**src/core/fil_pkg.sv**
```systemverilog
// Behaviour
// - system event latch bit 7 sets on a clock error; offset 0x34
// - system event latch bit 6 sets when the PLL reports lock
// - system event latch bit 5 sets on boost over-temperature
// - system event latch bit 4 sets on boost over-current
// - system event latch bit 3 sets on the boost MO event
// - reserved bits read zero; host writes only zero to them
// - system event latch bits are read-only, self clearing, 1 means event
// - summary bit 7 at 0x35 shows faults in input channel 1
// - summary bit 6 shows faults in input channel 2
// - summary bit 5 shows faults in output channel 1
// - summary bit 4 shows faults in output channel 2
// - summary bit 3 shows short to battery while battery below bias
// - input one latch bit 7 at 0x36 sets on open inputs
// - input one latch bit 6 sets on inputs shorted together
// - bits 5 and 4 set on positive or negative input short to ground
// - bits 3 and 2 set on positive or negative input short to bias
// - bits 1 and 0 set on positive or negative input short to battery
// - input two latch at 0x37 uses the same self clearing layout
// - mask bit 1 blocks, 0 passes each fault summary to interrupt
`default_nettype none
package fil_pkg;

   // -----------------------------------------------------------------
   // register port
   // -----------------------------------------------------------------
   localparam int unsigned ADDR_W    = 8;
   localparam int unsigned DATA_W    = 8;

   localparam logic [7:0]  OFF_MASK  = 8'h30;
   localparam logic [7:0]  OFF_SYS   = 8'h34;
   localparam logic [7:0]  OFF_SUM   = 8'h35;
   localparam logic [7:0]  OFF_IN1   = 8'h36;
   localparam logic [7:0]  OFF_IN2   = 8'h37;

   localparam logic [7:0]  ZERO_BYTE = 8'h00;
   localparam logic [7:0]  MASK_RST  = 8'h08;
   localparam logic [7:0]  MASK_WR   = 8'hF8;

   // -----------------------------------------------------------------
   // system event latch fields
   // -----------------------------------------------------------------
   localparam int          SYS_N       = 5;
   localparam int          SYS_LSB     = 3;
   localparam int          SYS_MSB     = 7;
   localparam int          BIT_CLK_ERR = 7;
   localparam int          BIT_PLL_LCK = 6;
   localparam int          BIT_BST_OT  = 5;
   localparam int          BIT_BST_OC  = 4;
   localparam int          BIT_BST_MO  = 3;

   // -----------------------------------------------------------------
   // summary fields
   // -----------------------------------------------------------------
   localparam int          BIT_SUM_IN1  = 7;
   localparam int          BIT_SUM_IN2  = 6;
   localparam int          BIT_SUM_OUT1 = 5;
   localparam int          BIT_SUM_OUT2 = 4;
   localparam int          BIT_SUM_SBAT = 3;

   // -----------------------------------------------------------------
   // input channel latch fields
   // -----------------------------------------------------------------
   localparam int          BIT_OPEN     = 7;
   localparam int          BIT_SHORTED  = 6;
   localparam int          BIT_POS_GND  = 5;
   localparam int          BIT_NEG_GND  = 4;
   localparam int          BIT_POS_BIAS = 3;
   localparam int          BIT_NEG_BIAS = 2;
   localparam int          BIT_POS_BAT  = 1;
   localparam int          BIT_NEG_BAT  = 0;

endpackage
`default_nettype wire

```
**src/core/fil_latch.sv**
```systemverilog
`timescale 1ns/1ps
`default_nettype none
module fil_latch
   import fil_pkg::*;
#(
   parameter int W = 8
)(
   input  wire logic         mclk,
   input  wire logic         srst,
   input  wire logic [W-1:0] set_in,
   input  wire logic         rd_clr,
   output logic      [W-1:0] q
);

   // -----------------------------------------------------------------
   // sticky bits, set wins over read clear
   // -----------------------------------------------------------------
   logic [W-1:0] q_reg;
   logic [W-1:0] q_next;

   assign q_next = set_in | (q_reg & ~{W{rd_clr}});
   assign q      = q_reg;

   always_ff @(posedge mclk) begin
      if (srst) begin
         q_reg <= '0;
      end else begin
         q_reg <= q_next;
      end
   end
endmodule
`default_nettype wire

```
**src/core/fil_top.sv**
```systemverilog
`timescale 1ns/1ps
`default_nettype none
module fil_top
   import fil_pkg::*;
(
   input  wire logic              mclk,
   input  wire logic              srst,
   // register port
   input  wire logic [ADDR_W-1:0] reg_addr,
   input  wire logic              reg_wr,
   input  wire logic [DATA_W-1:0] reg_wdata,
   input  wire logic              reg_rd,
   output logic      [DATA_W-1:0] reg_rdata,
   output logic                   reg_rvalid,
   // system events
   input  wire logic              clk_err_evt,
   input  wire logic              pll_lock_evt,
   input  wire logic              boost_ot_evt,
   input  wire logic              boost_oc_evt,
   input  wire logic              boost_mo_evt,
   // channel faults
   input  wire logic [7:0]        in_one_fault,
   input  wire logic [7:0]        in_two_fault,
   input  wire logic              out_one_fault,
   input  wire logic              out_two_fault,
   input  wire logic              short_bat_low_evt,
   // interrupt request
   output logic                   fault_irq
);

   // -----------------------------------------------------------------
   // address decode
   // -----------------------------------------------------------------
   function automatic logic hit(input logic [ADDR_W-1:0] a,
                                input logic [ADDR_W-1:0] off);
      hit = (a == off);
   endfunction

   logic rd_sys;
   logic rd_sum;
   logic rd_in1;
   logic rd_in2;
   logic rd_mask;
   logic wr_mask;

   assign rd_sys  = reg_rd & hit(reg_addr, OFF_SYS);
   assign rd_sum  = reg_rd & hit(reg_addr, OFF_SUM);
   assign rd_in1  = reg_rd & hit(reg_addr, OFF_IN1);
   assign rd_in2  = reg_rd & hit(reg_addr, OFF_IN2);
   assign rd_mask = reg_rd & hit(reg_addr, OFF_MASK);
   assign wr_mask = reg_wr & hit(reg_addr, OFF_MASK);

   // -----------------------------------------------------------------
   // system event latch
   // -----------------------------------------------------------------
   logic [SYS_N-1:0] sys_set;
   logic [SYS_N-1:0] sys_q;
   logic [7:0]       sys_view;

   assign sys_set = {clk_err_evt,
                     pll_lock_evt,
                     boost_ot_evt,
                     boost_oc_evt,
                     boost_mo_evt};

   fil_latch #(
      .W      (SYS_N)
   ) u_sys (
      .mclk   (mclk),
      .srst   (srst),
      .set_in (sys_set),
      .rd_clr (rd_sys),
      .q      (sys_q)
   );

   assign sys_view[SYS_MSB:SYS_LSB] = sys_q;
   assign sys_view[SYS_LSB-1:0]     = ZERO_BYTE[SYS_LSB-1:0];

   // -----------------------------------------------------------------
   // input channel latches
   // -----------------------------------------------------------------
   logic [7:0] in1_q;
   logic [7:0] in2_q;

   fil_latch #(
      .W      (DATA_W)
   ) u_in1 (
      .mclk   (mclk),
      .srst   (srst),
      .set_in (in_one_fault),
      .rd_clr (rd_in1),
      .q      (in1_q)
   );

   fil_latch #(
      .W      (DATA_W)
   ) u_in2 (
      .mclk   (mclk),
      .srst   (srst),
      .set_in (in_two_fault),
      .rd_clr (rd_in2),
      .q      (in2_q)
   );

   // -----------------------------------------------------------------
   // short to battery while battery below bias
   // -----------------------------------------------------------------
   logic sbat_q;

   fil_latch #(
      .W      (1)
   ) u_sbat (
      .mclk   (mclk),
      .srst   (srst),
      .set_in (short_bat_low_evt),
      .rd_clr (rd_sum),
      .q      (sbat_q)
   );

   // -----------------------------------------------------------------
   // channel fault summary
   // -----------------------------------------------------------------
   logic [7:0] sum_view;

   assign sum_view[BIT_SUM_IN1]  = |in1_q;
   assign sum_view[BIT_SUM_IN2]  = |in2_q;
   assign sum_view[BIT_SUM_OUT1] = out_one_fault;
   assign sum_view[BIT_SUM_OUT2] = out_two_fault;
   assign sum_view[BIT_SUM_SBAT] = sbat_q;
   assign sum_view[SYS_LSB-1:0]  = ZERO_BYTE[SYS_LSB-1:0];

   // -----------------------------------------------------------------
   // interrupt mask
   // -----------------------------------------------------------------
   logic [7:0] mask_reg;
   logic [7:0] mask_next;

   assign mask_next = wr_mask ? (reg_wdata & MASK_WR) : mask_reg;

   always_ff @(posedge mclk) begin
      if (srst) begin
         mask_reg <= MASK_RST;
      end else begin
         mask_reg <= mask_next;
      end
   end

   // -----------------------------------------------------------------
   // interrupt output
   // -----------------------------------------------------------------
   logic irq_reg;
   logic irq_next;

   assign irq_next = |(sum_view & ~mask_reg);

   always_ff @(posedge mclk) begin
      if (srst) begin
         irq_reg <= 1'b0;
      end else begin
         irq_reg <= irq_next;
      end
   end

   assign fault_irq = irq_reg;

   // -----------------------------------------------------------------
   // read data path
   // -----------------------------------------------------------------
   logic [7:0] rd_mux;
   logic [7:0] rdata_reg;
   logic [7:0] rdata_next;
   logic       rvalid_reg;

   assign rd_mux = rd_sys  ? sys_view :
                   rd_sum  ? sum_view :
                   rd_in1  ? in1_q    :
                   rd_in2  ? in2_q    :
                   rd_mask ? mask_reg : ZERO_BYTE;

   assign rdata_next = reg_rd ? rd_mux : rdata_reg;

   always_ff @(posedge mclk) begin
      if (srst) begin
         rdata_reg  <= ZERO_BYTE;
         rvalid_reg <= 1'b0;
      end else begin
         rdata_reg  <= rdata_next;
         rvalid_reg <= reg_rd;
      end
   end

   assign reg_rdata  = rdata_reg;
   assign reg_rvalid = rvalid_reg;
endmodule
`default_nettype wire

```
**config.mk**
```make
export PLATFORM = sky130hd
export DESIGN_NAME = fil_top
export DESIGN_NICKNAME = d
export VERILOG_FILES = /design/src/core/fil_pkg.sv /design/src/core/fil_latch.sv /design/src/core/fil_top.sv
export SDC_FILE = /design/constraint.sdc
export NUM_CORES = 1
export LEC_CHECK = 0
export ABC_AREA = 1
export BUFFER_PORTS_ARGS = -buffer_cell sky130_fd_sc_hd__buf_2
export CORE_MARGIN = 2
export CORE_UTILIZATION = 54
export DETAILED_ROUTE_END_ITERATION = 7
export PLACE_DENSITY = 0.84
export REMOVE_ABC_BUFFERS = 1
export SLEW_MARGIN = 20
export SYNTH_ARGS = -nofsm -noshare
export SYNTH_HDL_FRONTEND = slang
export SYNTH_SLANG_ARGS = --single-unit
```
**constraint.sdc**
```tcl
create_clock -name mclk -period 2.85 [get_ports mclk]
set_clock_uncertainty 0.15 [all_clocks]
set_input_delay 0.285 -clock mclk [delete_from_list [all_inputs] [get_ports mclk]]
set_output_delay 0.285 -clock mclk [all_outputs]
set_load 0.005 [all_outputs]
```
---- Word level (Yosys, flattened, before mapping) ----
Index checks and enable logic that the tools add are counted.
word-level totals
  logic and storage cells ................. 41
  bits of input ports ..................... 44
  output and inout port bits .............. 10
  bits in registers ....................... 37
operators by class
  bitwise gates (word level) .............. 20
  reduce and logical (&&, ||, !) cells .... 3
  equality and inequality tests ........... 5
  multiplexer cells ....................... 5
operators with widths
  operator                                             count
  equality test 8 x 6 -> 1 bit, second input constant  5
  two-way mux 8 bit                                    5
  AND 8 bit                                            3
  inverter 8 bit                                       3
  OR reduction 8 bit                                   3
  bitwise OR 8 bit                                     2
  AND 1 bit                                            7
  AND 5 bit                                            1
  inverter 5 bit                                       1
  bitwise OR 5 bit                                     1
  inverter 1 bit                                       1
  bitwise OR 1 bit                                     1

---- Logic depth before layout (Yosys ltp) ----
Gate-level depths: netlist of the first run.
  depth after elaboration ................. 7
  mapped depth ............................ 10
  mapped depth without buffers ............ 10

---- Hierarchy ----
From an unflattened synthesis of the first run, not the netlist that was laid out.
second synthesis, totals
  cell total of the unflattened synthesis .. 256
  area, all modules ....................... 1735.4 µm²
modules (own cells, without submodules)
  module                  instances  sequential area each (µm²)  cells each  area an instance (µm²)
  fil_top                 1          300.3                       162         991.0
  fil_latch at u_in1 ...  2          160.2                       34          269.0
  fil_latch at u_sys      1          100.1                       21          166.4
  fil_latch at u_sbat     1          20.0                        5           40.0

---- Worst setup path before layout of the first run ----
Ideal clock, no wire load.
  kind .................................... input port to flip-flop
  start point ............................. input reg_addr[7]
  end point ............................... register u_sys.q_reg[2] (netlist: u_sys.q[2])
  cell stages on the path ................. 8
  setup time .............................. 128 ps
  path buffers ............................ 0
  arrival ................................. 1033 ps
  data required time ...................... 2572 ps
  slack ................................... 1540 ps
  cells stage by stage .................... nor2_2 > nand2_4 > nor2_4 > inv_2 > nor2_4 > inv_2 > a21oi_1 > nor2_1
on the way
  word-level cells in the longest chain between the ends .. 5
RTL lines
  item                          line             RTL
  from (decl)                   fil_top.sv:9     input wire logic [ADDR_W-1:0] reg_addr,
  equality test 8 x 6 -> 1 bit  fil_top.sv:36    hit = (a == off);
  AND 1 bit                     fil_top.sv:46    assign rd_sys = reg_rd & hit(reg_addr, OFF_SYS);
  inverter 5 bit                fil_latch.sv:21  assign q_next = set_in | (q_reg & ~{W{rd_clr}});
  AND 5 bit                     fil_latch.sv:21
  bitwise OR 5 bit              fil_latch.sv:21
  to (signal assigned)          fil_latch.sv:28  q_reg <= q_next;
  to (decl)                     fil_latch.sv:18  logic [W-1:0] q_reg;
No other way between the ends.
A chain may end at the register's enable or synchronous reset.

---- Worst setup path in the final report of the first run ----
  start point ............................. register u_in2.q_reg[2] (netlist: u_in2.q[2])
  end point ............................... register rdata_reg[6] (netlist: reg_rdata[6])
on the way
  word-level cells in the longest chain between the ends .. 3
RTL lines
  item                    line             RTL
  from (decl)             fil_latch.sv:18
  from (signal assigned)  fil_latch.sv:28
  OR reduction 8 bit      fil_top.sv:126   assign sum_view[BIT_SUM_IN2] = |in2_q;
  two-way mux 8 bit       fil_top.sv:175   rd_sum ? sum_view :
  two-way mux 8 bit       fil_top.sv:174   assign rd_mux = rd_sys ? sys_view :
  to (signal assigned)    fil_top.sv:187   rdata_reg <= rdata_next;
  to (decl)               fil_top.sv:170   logic [7:0] rdata_reg;
No other way between the ends.

==> impl_metrics.tcl, run 1 <==
set metrics [dict create \
    status "finished, final reports clean" \
    io_pins 54 \
    cts_tree "done" \
    cp_max_fo 2 \
    ys_warn_count 0 \
    hold_path_class "primary input to flip-flop" \
    clock.fmax_mhz 751 \
    wl_per_cell_um 11.4 \
    power_density_mw_per_mm2 502 \
    track_usage 0.236 \
    critical-path-slowest-cell "dfxtp_1" \
    cts_sinks 37 \
    ant_nets 0 \
    slowest_delay_ns 0.33 \
    netlist_area_mm2 0.00169 \
    period_share 0.467 \
    via_count 1689 \
    synth_seq_cells 37 \
    ys_types 26 \
    postSynthAreaPerCell_um2 7.37 \
    routed_via_density 4.92 \
    grt_pass1_wl_um 6350 \
    whs_ns 0.000458 \
    initial_core_util 0.560 \
    tns_ns 0 \
    clk_path_buf_depth 2 \
    diodes 0 \
    post_cts_resized 0 \
    period_needed_ns 1.33 \
    post-place-cells 318 \
    grt_max_degree 25 \
    synthTopCellsByArea "dfxtp_1 (44%), nor2_1 (9.5%), nand2_1 (8.6%)" \
    routed_wl_um 3910 \
    final_cell_area_mm2 0.00223 \
    fin_ws_ns 1.52 \
    io_buffers 50 \
    grt.overflow.total 0 \
    cp_top_family "simple AND/OR/NAND/NOR gates" \
    area.growth.synth_to_final_pct 31.8 \
    path_buf_inv 2 \
    seq_area_frac_synth 0.437 \
    hpwl_um 2730 \
    report.final.slew_viol_count 0 \
    p_leak_nw 1.12 \
    core.rowCount 20 \
    dieArea_mm2 0.00360 \
    relSlewSlack 0.710 \
    finalSetupViolCount 0 \
    die_x_um 60.0 \
    post-place-ws_ns 1.23 \
    cpMostUsedCell "nand2_1" \
    antenna_found_initial 0 \
    core-area_mm2 0.00303 \
    synth_top_cell_area_share 0.437 \
    grt_pass1_vias 1546 \
    path_class "flip-flop to flip-flop" \
    clkTransAtPathRegs_ns 0.12 \
    initialDrtViolationCount 55 \
    drv_cap 0 \
    synth.largest_area_cell "dfxtp_1" \
    fin_cells 343 \
    mostFrequentLayoutCells "buf_2 (50), nor2_1 (43), nand2_1 (39)" \
    mostFrequentLayoutCell "buf_2" \
    ir_worst_vdd_v 0.000368 \
    cp_cell_sequence "inv_1, nand2_1, nor3_1, nand3_1, nand2_1, nand4_1, nand2_1, inv_1" \
    cp_data_arrival_time_ns 1.44 \
    drive_above_1_share 0.264 \
    tightest_slew_ns 0.435 \
    die_y_um 60.0 \
    htree_levels 2 \
    post_dp_cell_area_mm2 0.00196 \
    hold_violations 0 \
    fin_nets 342 \
    clockRootBuffer "clkbuf_4" \
    cp-start-kind "flip-flop" \
    gp_congestion 0.840 \
    crit_required_ns 2.96 \
    postSynthCellCount 230 \
    end_kind "flip-flop" \
    numCtsBuffers 5 \
    drc_errors 0 \
    clkLatencyLatePin_ns 0.34 \
    dr.pass1.iters 4 \
    rsz0062_at_grt "false" \
]
[power breakdown]
part           switching (W)  leakage (nW)  internal [W]
clock               0.000177        0.0552      0.000272
sequential         0.0000135         0.306      0.000541
combinational      0.0000610         0.757     0.0000572
[cell families after synthesis]
kind of cell	share of synthesized area
compound gates	0.112
flops	0.437
buf+inv	0.100
simple gates	0.350
[timing repair]
| item | in CTS | in global routing |
|---|---|---|
| endpoints found under the setup margin | 0 | 0 |
| endpoints found under the hold margin | 17 | 0 |
| hold buffers | 17 | 0 |
| setup buffers | 0 | 0 |
[final cells by class]
cell class	instances	area [um^2]
Clock buffer	5	37.5
Multi-Input combinational cell	153	783
Tap cell	44	55.1
Sequential cell	37	741
Clock inverter	3	65.1
Inverter	34	130
Timing Repair Buffer	67	420
Fill cell	261	796
[final timing paths]
path | endpoint | slack (ns) | cells after the start | start
worst min register to register | mask_reg[5] | 0.33 | 2 | mask_reg[5]
worst max register to register | reg_rdata[6] | 1.52 | 8 | u_in2.q[2]
worst max-delay path | reg_rdata[6] | 1.52 | 8 | u_in2.q[2]
worst min-delay path | u_in1.q[2] | 0.0005 | 3 | in_one_fault[2]
[stage by stage]
stage	util	power, W
3_3_place_gp	0.647	0.000661
3_5_place_dp	0.647	0.000665
4_1_cts	0.737	0.00113
5_1_grt	0.737	0.00117
6_report	0.737	0.00112
2_1_floorplan	-	0.000615
[synth_stat cells]
| cell type | number |
|---|---|
| nor2_1 | 43 |
| nand2_1 | 39 |
| dfxtp_1 | 37 |
| inv_1 | 30 |
| a21oi_1 | 24 |
| nand4_1 | 13 |
| nand3_1 | 8 |
| nor2_4 | 6 |
| o21ai_0 | 4 |
| inv_2 | 3 |
| buf_2 | 2 |
| buf_6 | 2 |
| clkbuf_1 | 2 |
| nand2_2 | 2 |
| nand2_4 | 2 |
| nand3_2 | 2 |
| nor2_2 | 2 |
| inv_4 | 1 |
| nand3_4 | 1 |
| nor3_1 | 1 |
| o211ai_1 | 1 |
| o211ai_2 | 1 |
| o221ai_1 | 1 |
| o221ai_2 | 1 |
| o22ai_1 | 1 |
| or2_1 | 1 |
[tightest hold or removal path, cell delays in order]
cell and delay, ns:
buf_2 0.08, a21oi_1 0.03, nor2_1 0.07
[per-layer routing]
layer | GRT usage | part of all wire | vias up
met5 | 0 | 0 | -
met4 | 0.0698 | 0.015 | 0
met3 | 0.0584 | 0.063 | 7
met2 | 0.443 | 0.50 | 59
met1 | 0.258 | 0.42 | 753
li1 | - | - | 870
(Power assumes the default switching activity.)
==> run 2, diff against run 1 <==
- CORE_UTILIZATION: 54 -> 50
- PLACE_DENSITY: 0.84 -> 0.79
- clock period: 2.85 -> 1.36 ns (I/O delays scaled with it)
==> impl_metrics.tcl, run 2 (same netlist as run 1, synthesis figures left out) <==
set metrics [dict create \
    status "finished, final reports clean" \
    track_usage 0.229 \
    r2r_end "reg_rdata[6]" \
    p_int_w 0.00166 \
    grt_use_met1 0.253 \
    antenna_found_initial 0 \
    die_y_um 62.2 \
    core-area_mm2 0.00328 \
    p_comb_frac 0.135 \
    worstReg2RegStart "u_in2.q[2]" \
    cts_setup_buffers 0 \
    hold_violations 0 \
    gp_congestion 0.924 \
    hpwl_um 2950 \
    top_usage_layer "met2" \
    fillCellCount 276 \
    relSlewSlack 0.789 \
    via_count 1762 \
    grt_max_degree 24 \
    htree_levels 2 \
    clock.fmax_mhz 782 \
    dr.pass1.iters 4 \
    crit_required_ns 1.46 \
    cp-start-kind "flip-flop" \
    io_buffers 50 \
    report.final.slew_viol_count 0 \
    initialDrtViolationCount 87 \
    cp_data_arrival_time_ns 1.38 \
    clk_path_buf_depth 2 \
    clkLatencyLatePin_ns 0.34 \
    path_class "flip-flop to flip-flop" \
    tns_ns 0 \
    diodes 0 \
    mostFrequentLayoutCells "buf_2 (50), nor2_1 (43), nand2_1 (39)" \
    routed_wl_um 4110 \
    wl_per_cell_um 11.3 \
    ff2ff_setup_slack_ns 0.08 \
    tightest_slew_ns 0.317 \
    p_sw_w 0.000519 \
    clkTransAtPathRegs_ns 0.11 \
    drv_cap 0 \
    period_share 0.941 \
    p_leak_nw 1.20 \
    use_met2 0.417 \
    hold_path_class "primary input to flip-flop" \
    critPathLaunch "u_in2.q[2]" \
    ir_worst_vdd_v 0.000603 \
    ant_nets 0 \
    grt_pass1_vias 1701 \
    fin_nets 362 \
    cts_sinks 37 \
    clock_power_share 0.333 \
    numCtsBuffers 5 \
    drive_above_1_share 0.274 \
    endpoint "reg_rdata[6]" \
    end_kind "flip-flop" \
    power_density_mw_per_mm2 908 \
    cts_tree "done" \
    met3_usage 0.0453 \
    clockRootBuffer "clkbuf_4" \
    swShare 0.238 \
    grt.overflow.total 0 \
    reg2reg_depth 8 \
    io_pins 54 \
    cp_max_fo 2 \
    core.rowCount 21 \
    mostFrequentLayoutCell "buf_2" \
    routed_via_density 4.84 \
    p_seq_frac 0.533 \
    period_needed_ns 1.28 \
    die_x_um 62.2 \
    initial_core_util 0.516 \
    min_from "srst" \
    drc_errors 0 \
    dieArea_mm2 0.00387 \
    power_w 0.00218 \
    finalSetupViolCount 0 \
    area.growth.synth_to_final_pct 41.8 \
    grt_pass1_wl_um 7040 \
]
## run 2: layer usage
layer,wire (um),up-vias
met1,1740,789
met3,182,11
met5,0,-
met4,104,0
met2,2090,51
li1,-,911
## run 2: stage by stage
stage / std cells / hold WS [ns] / utilization / setup WS, ns / instance area [um^2]
6_report: 364 / 0.0288 / 0.731 / 0.0807 / 2400
5_1_grt: 364 / 0.0522 / 0.731 / -0.00609 / 2400
4_1_cts: 364 / 0.0386 / 0.730 / 0.0128 / 2400
3_5_place_dp: 328 / 0.191 / 0.619 / -0.0331 / 2030
3_3_place_gp: 328 / 0.191 / 0.619 / 0.0499 / 2030
2_1_floorplan: 224 / 0.0584 / - / 0.213 / 1650
## run 2: layout make-up
cell class	count	area [um^2]	share of cell area
Tap cell	46	57.6	0.0240
Multi-Input combinational cell	153	788	0.328
Clock inverter	2	35.0	0.0146
Inverter	34	130	0.0542
Timing Repair Buffer	87	613	0.255
Sequential cell	37	741	0.308
Clock buffer	5	37.5	0.0156
## run 2: worst max-delay path: stages (launching register included)
cell and delay [ns]:
dfxtp_1 0.32, inv_1 0.08, nand2_1 0.07, nor3_2 0.15
nand3_1 0.14, nand2_1 0.09, nand4_1 0.08, nand2_1 0.06
inv_1 0.04
## run 2: how the worst min path moves through the flow
stage | to | slack [ns] | depth (start not counted)
after detailed placement | mask_reg[3] | 0.19 | 3
after CTS | mask_reg[3] | 0.04 | 4
after floorplan | reg_rvalid | 0.06 | 1
after global placement | mask_reg[3] | 0.19 | 3
after global routing | mask_reg[3] | 0.05 | 3
final | mask_reg[3] | 0.03 | 3
## run 2: timing repair
action / 4_1_cts / 5_1_grt
resized for setup: 0 / 1
endpoints found under the setup margin: 0 / 2
hold buffers: 29 / 0
hold endpoints to repair: 30 / 0
## run 2: power by group through the flow
stage / clock (W) / sequential [W] / combinational [W]
3_3_place_gp: 0 / 0.00118 / 0.000219
4_1_cts: 0.000737 / 0.00116 / 0.000290
3_5_place_dp: 0 / 0.00119 / 0.000226
2_1_floorplan: 0 / 0.00118 / 0.000109
6_report: 0.000726 / 0.00116 / 0.000294
5_1_grt: 0.000786 / 0.00117 / 0.000324
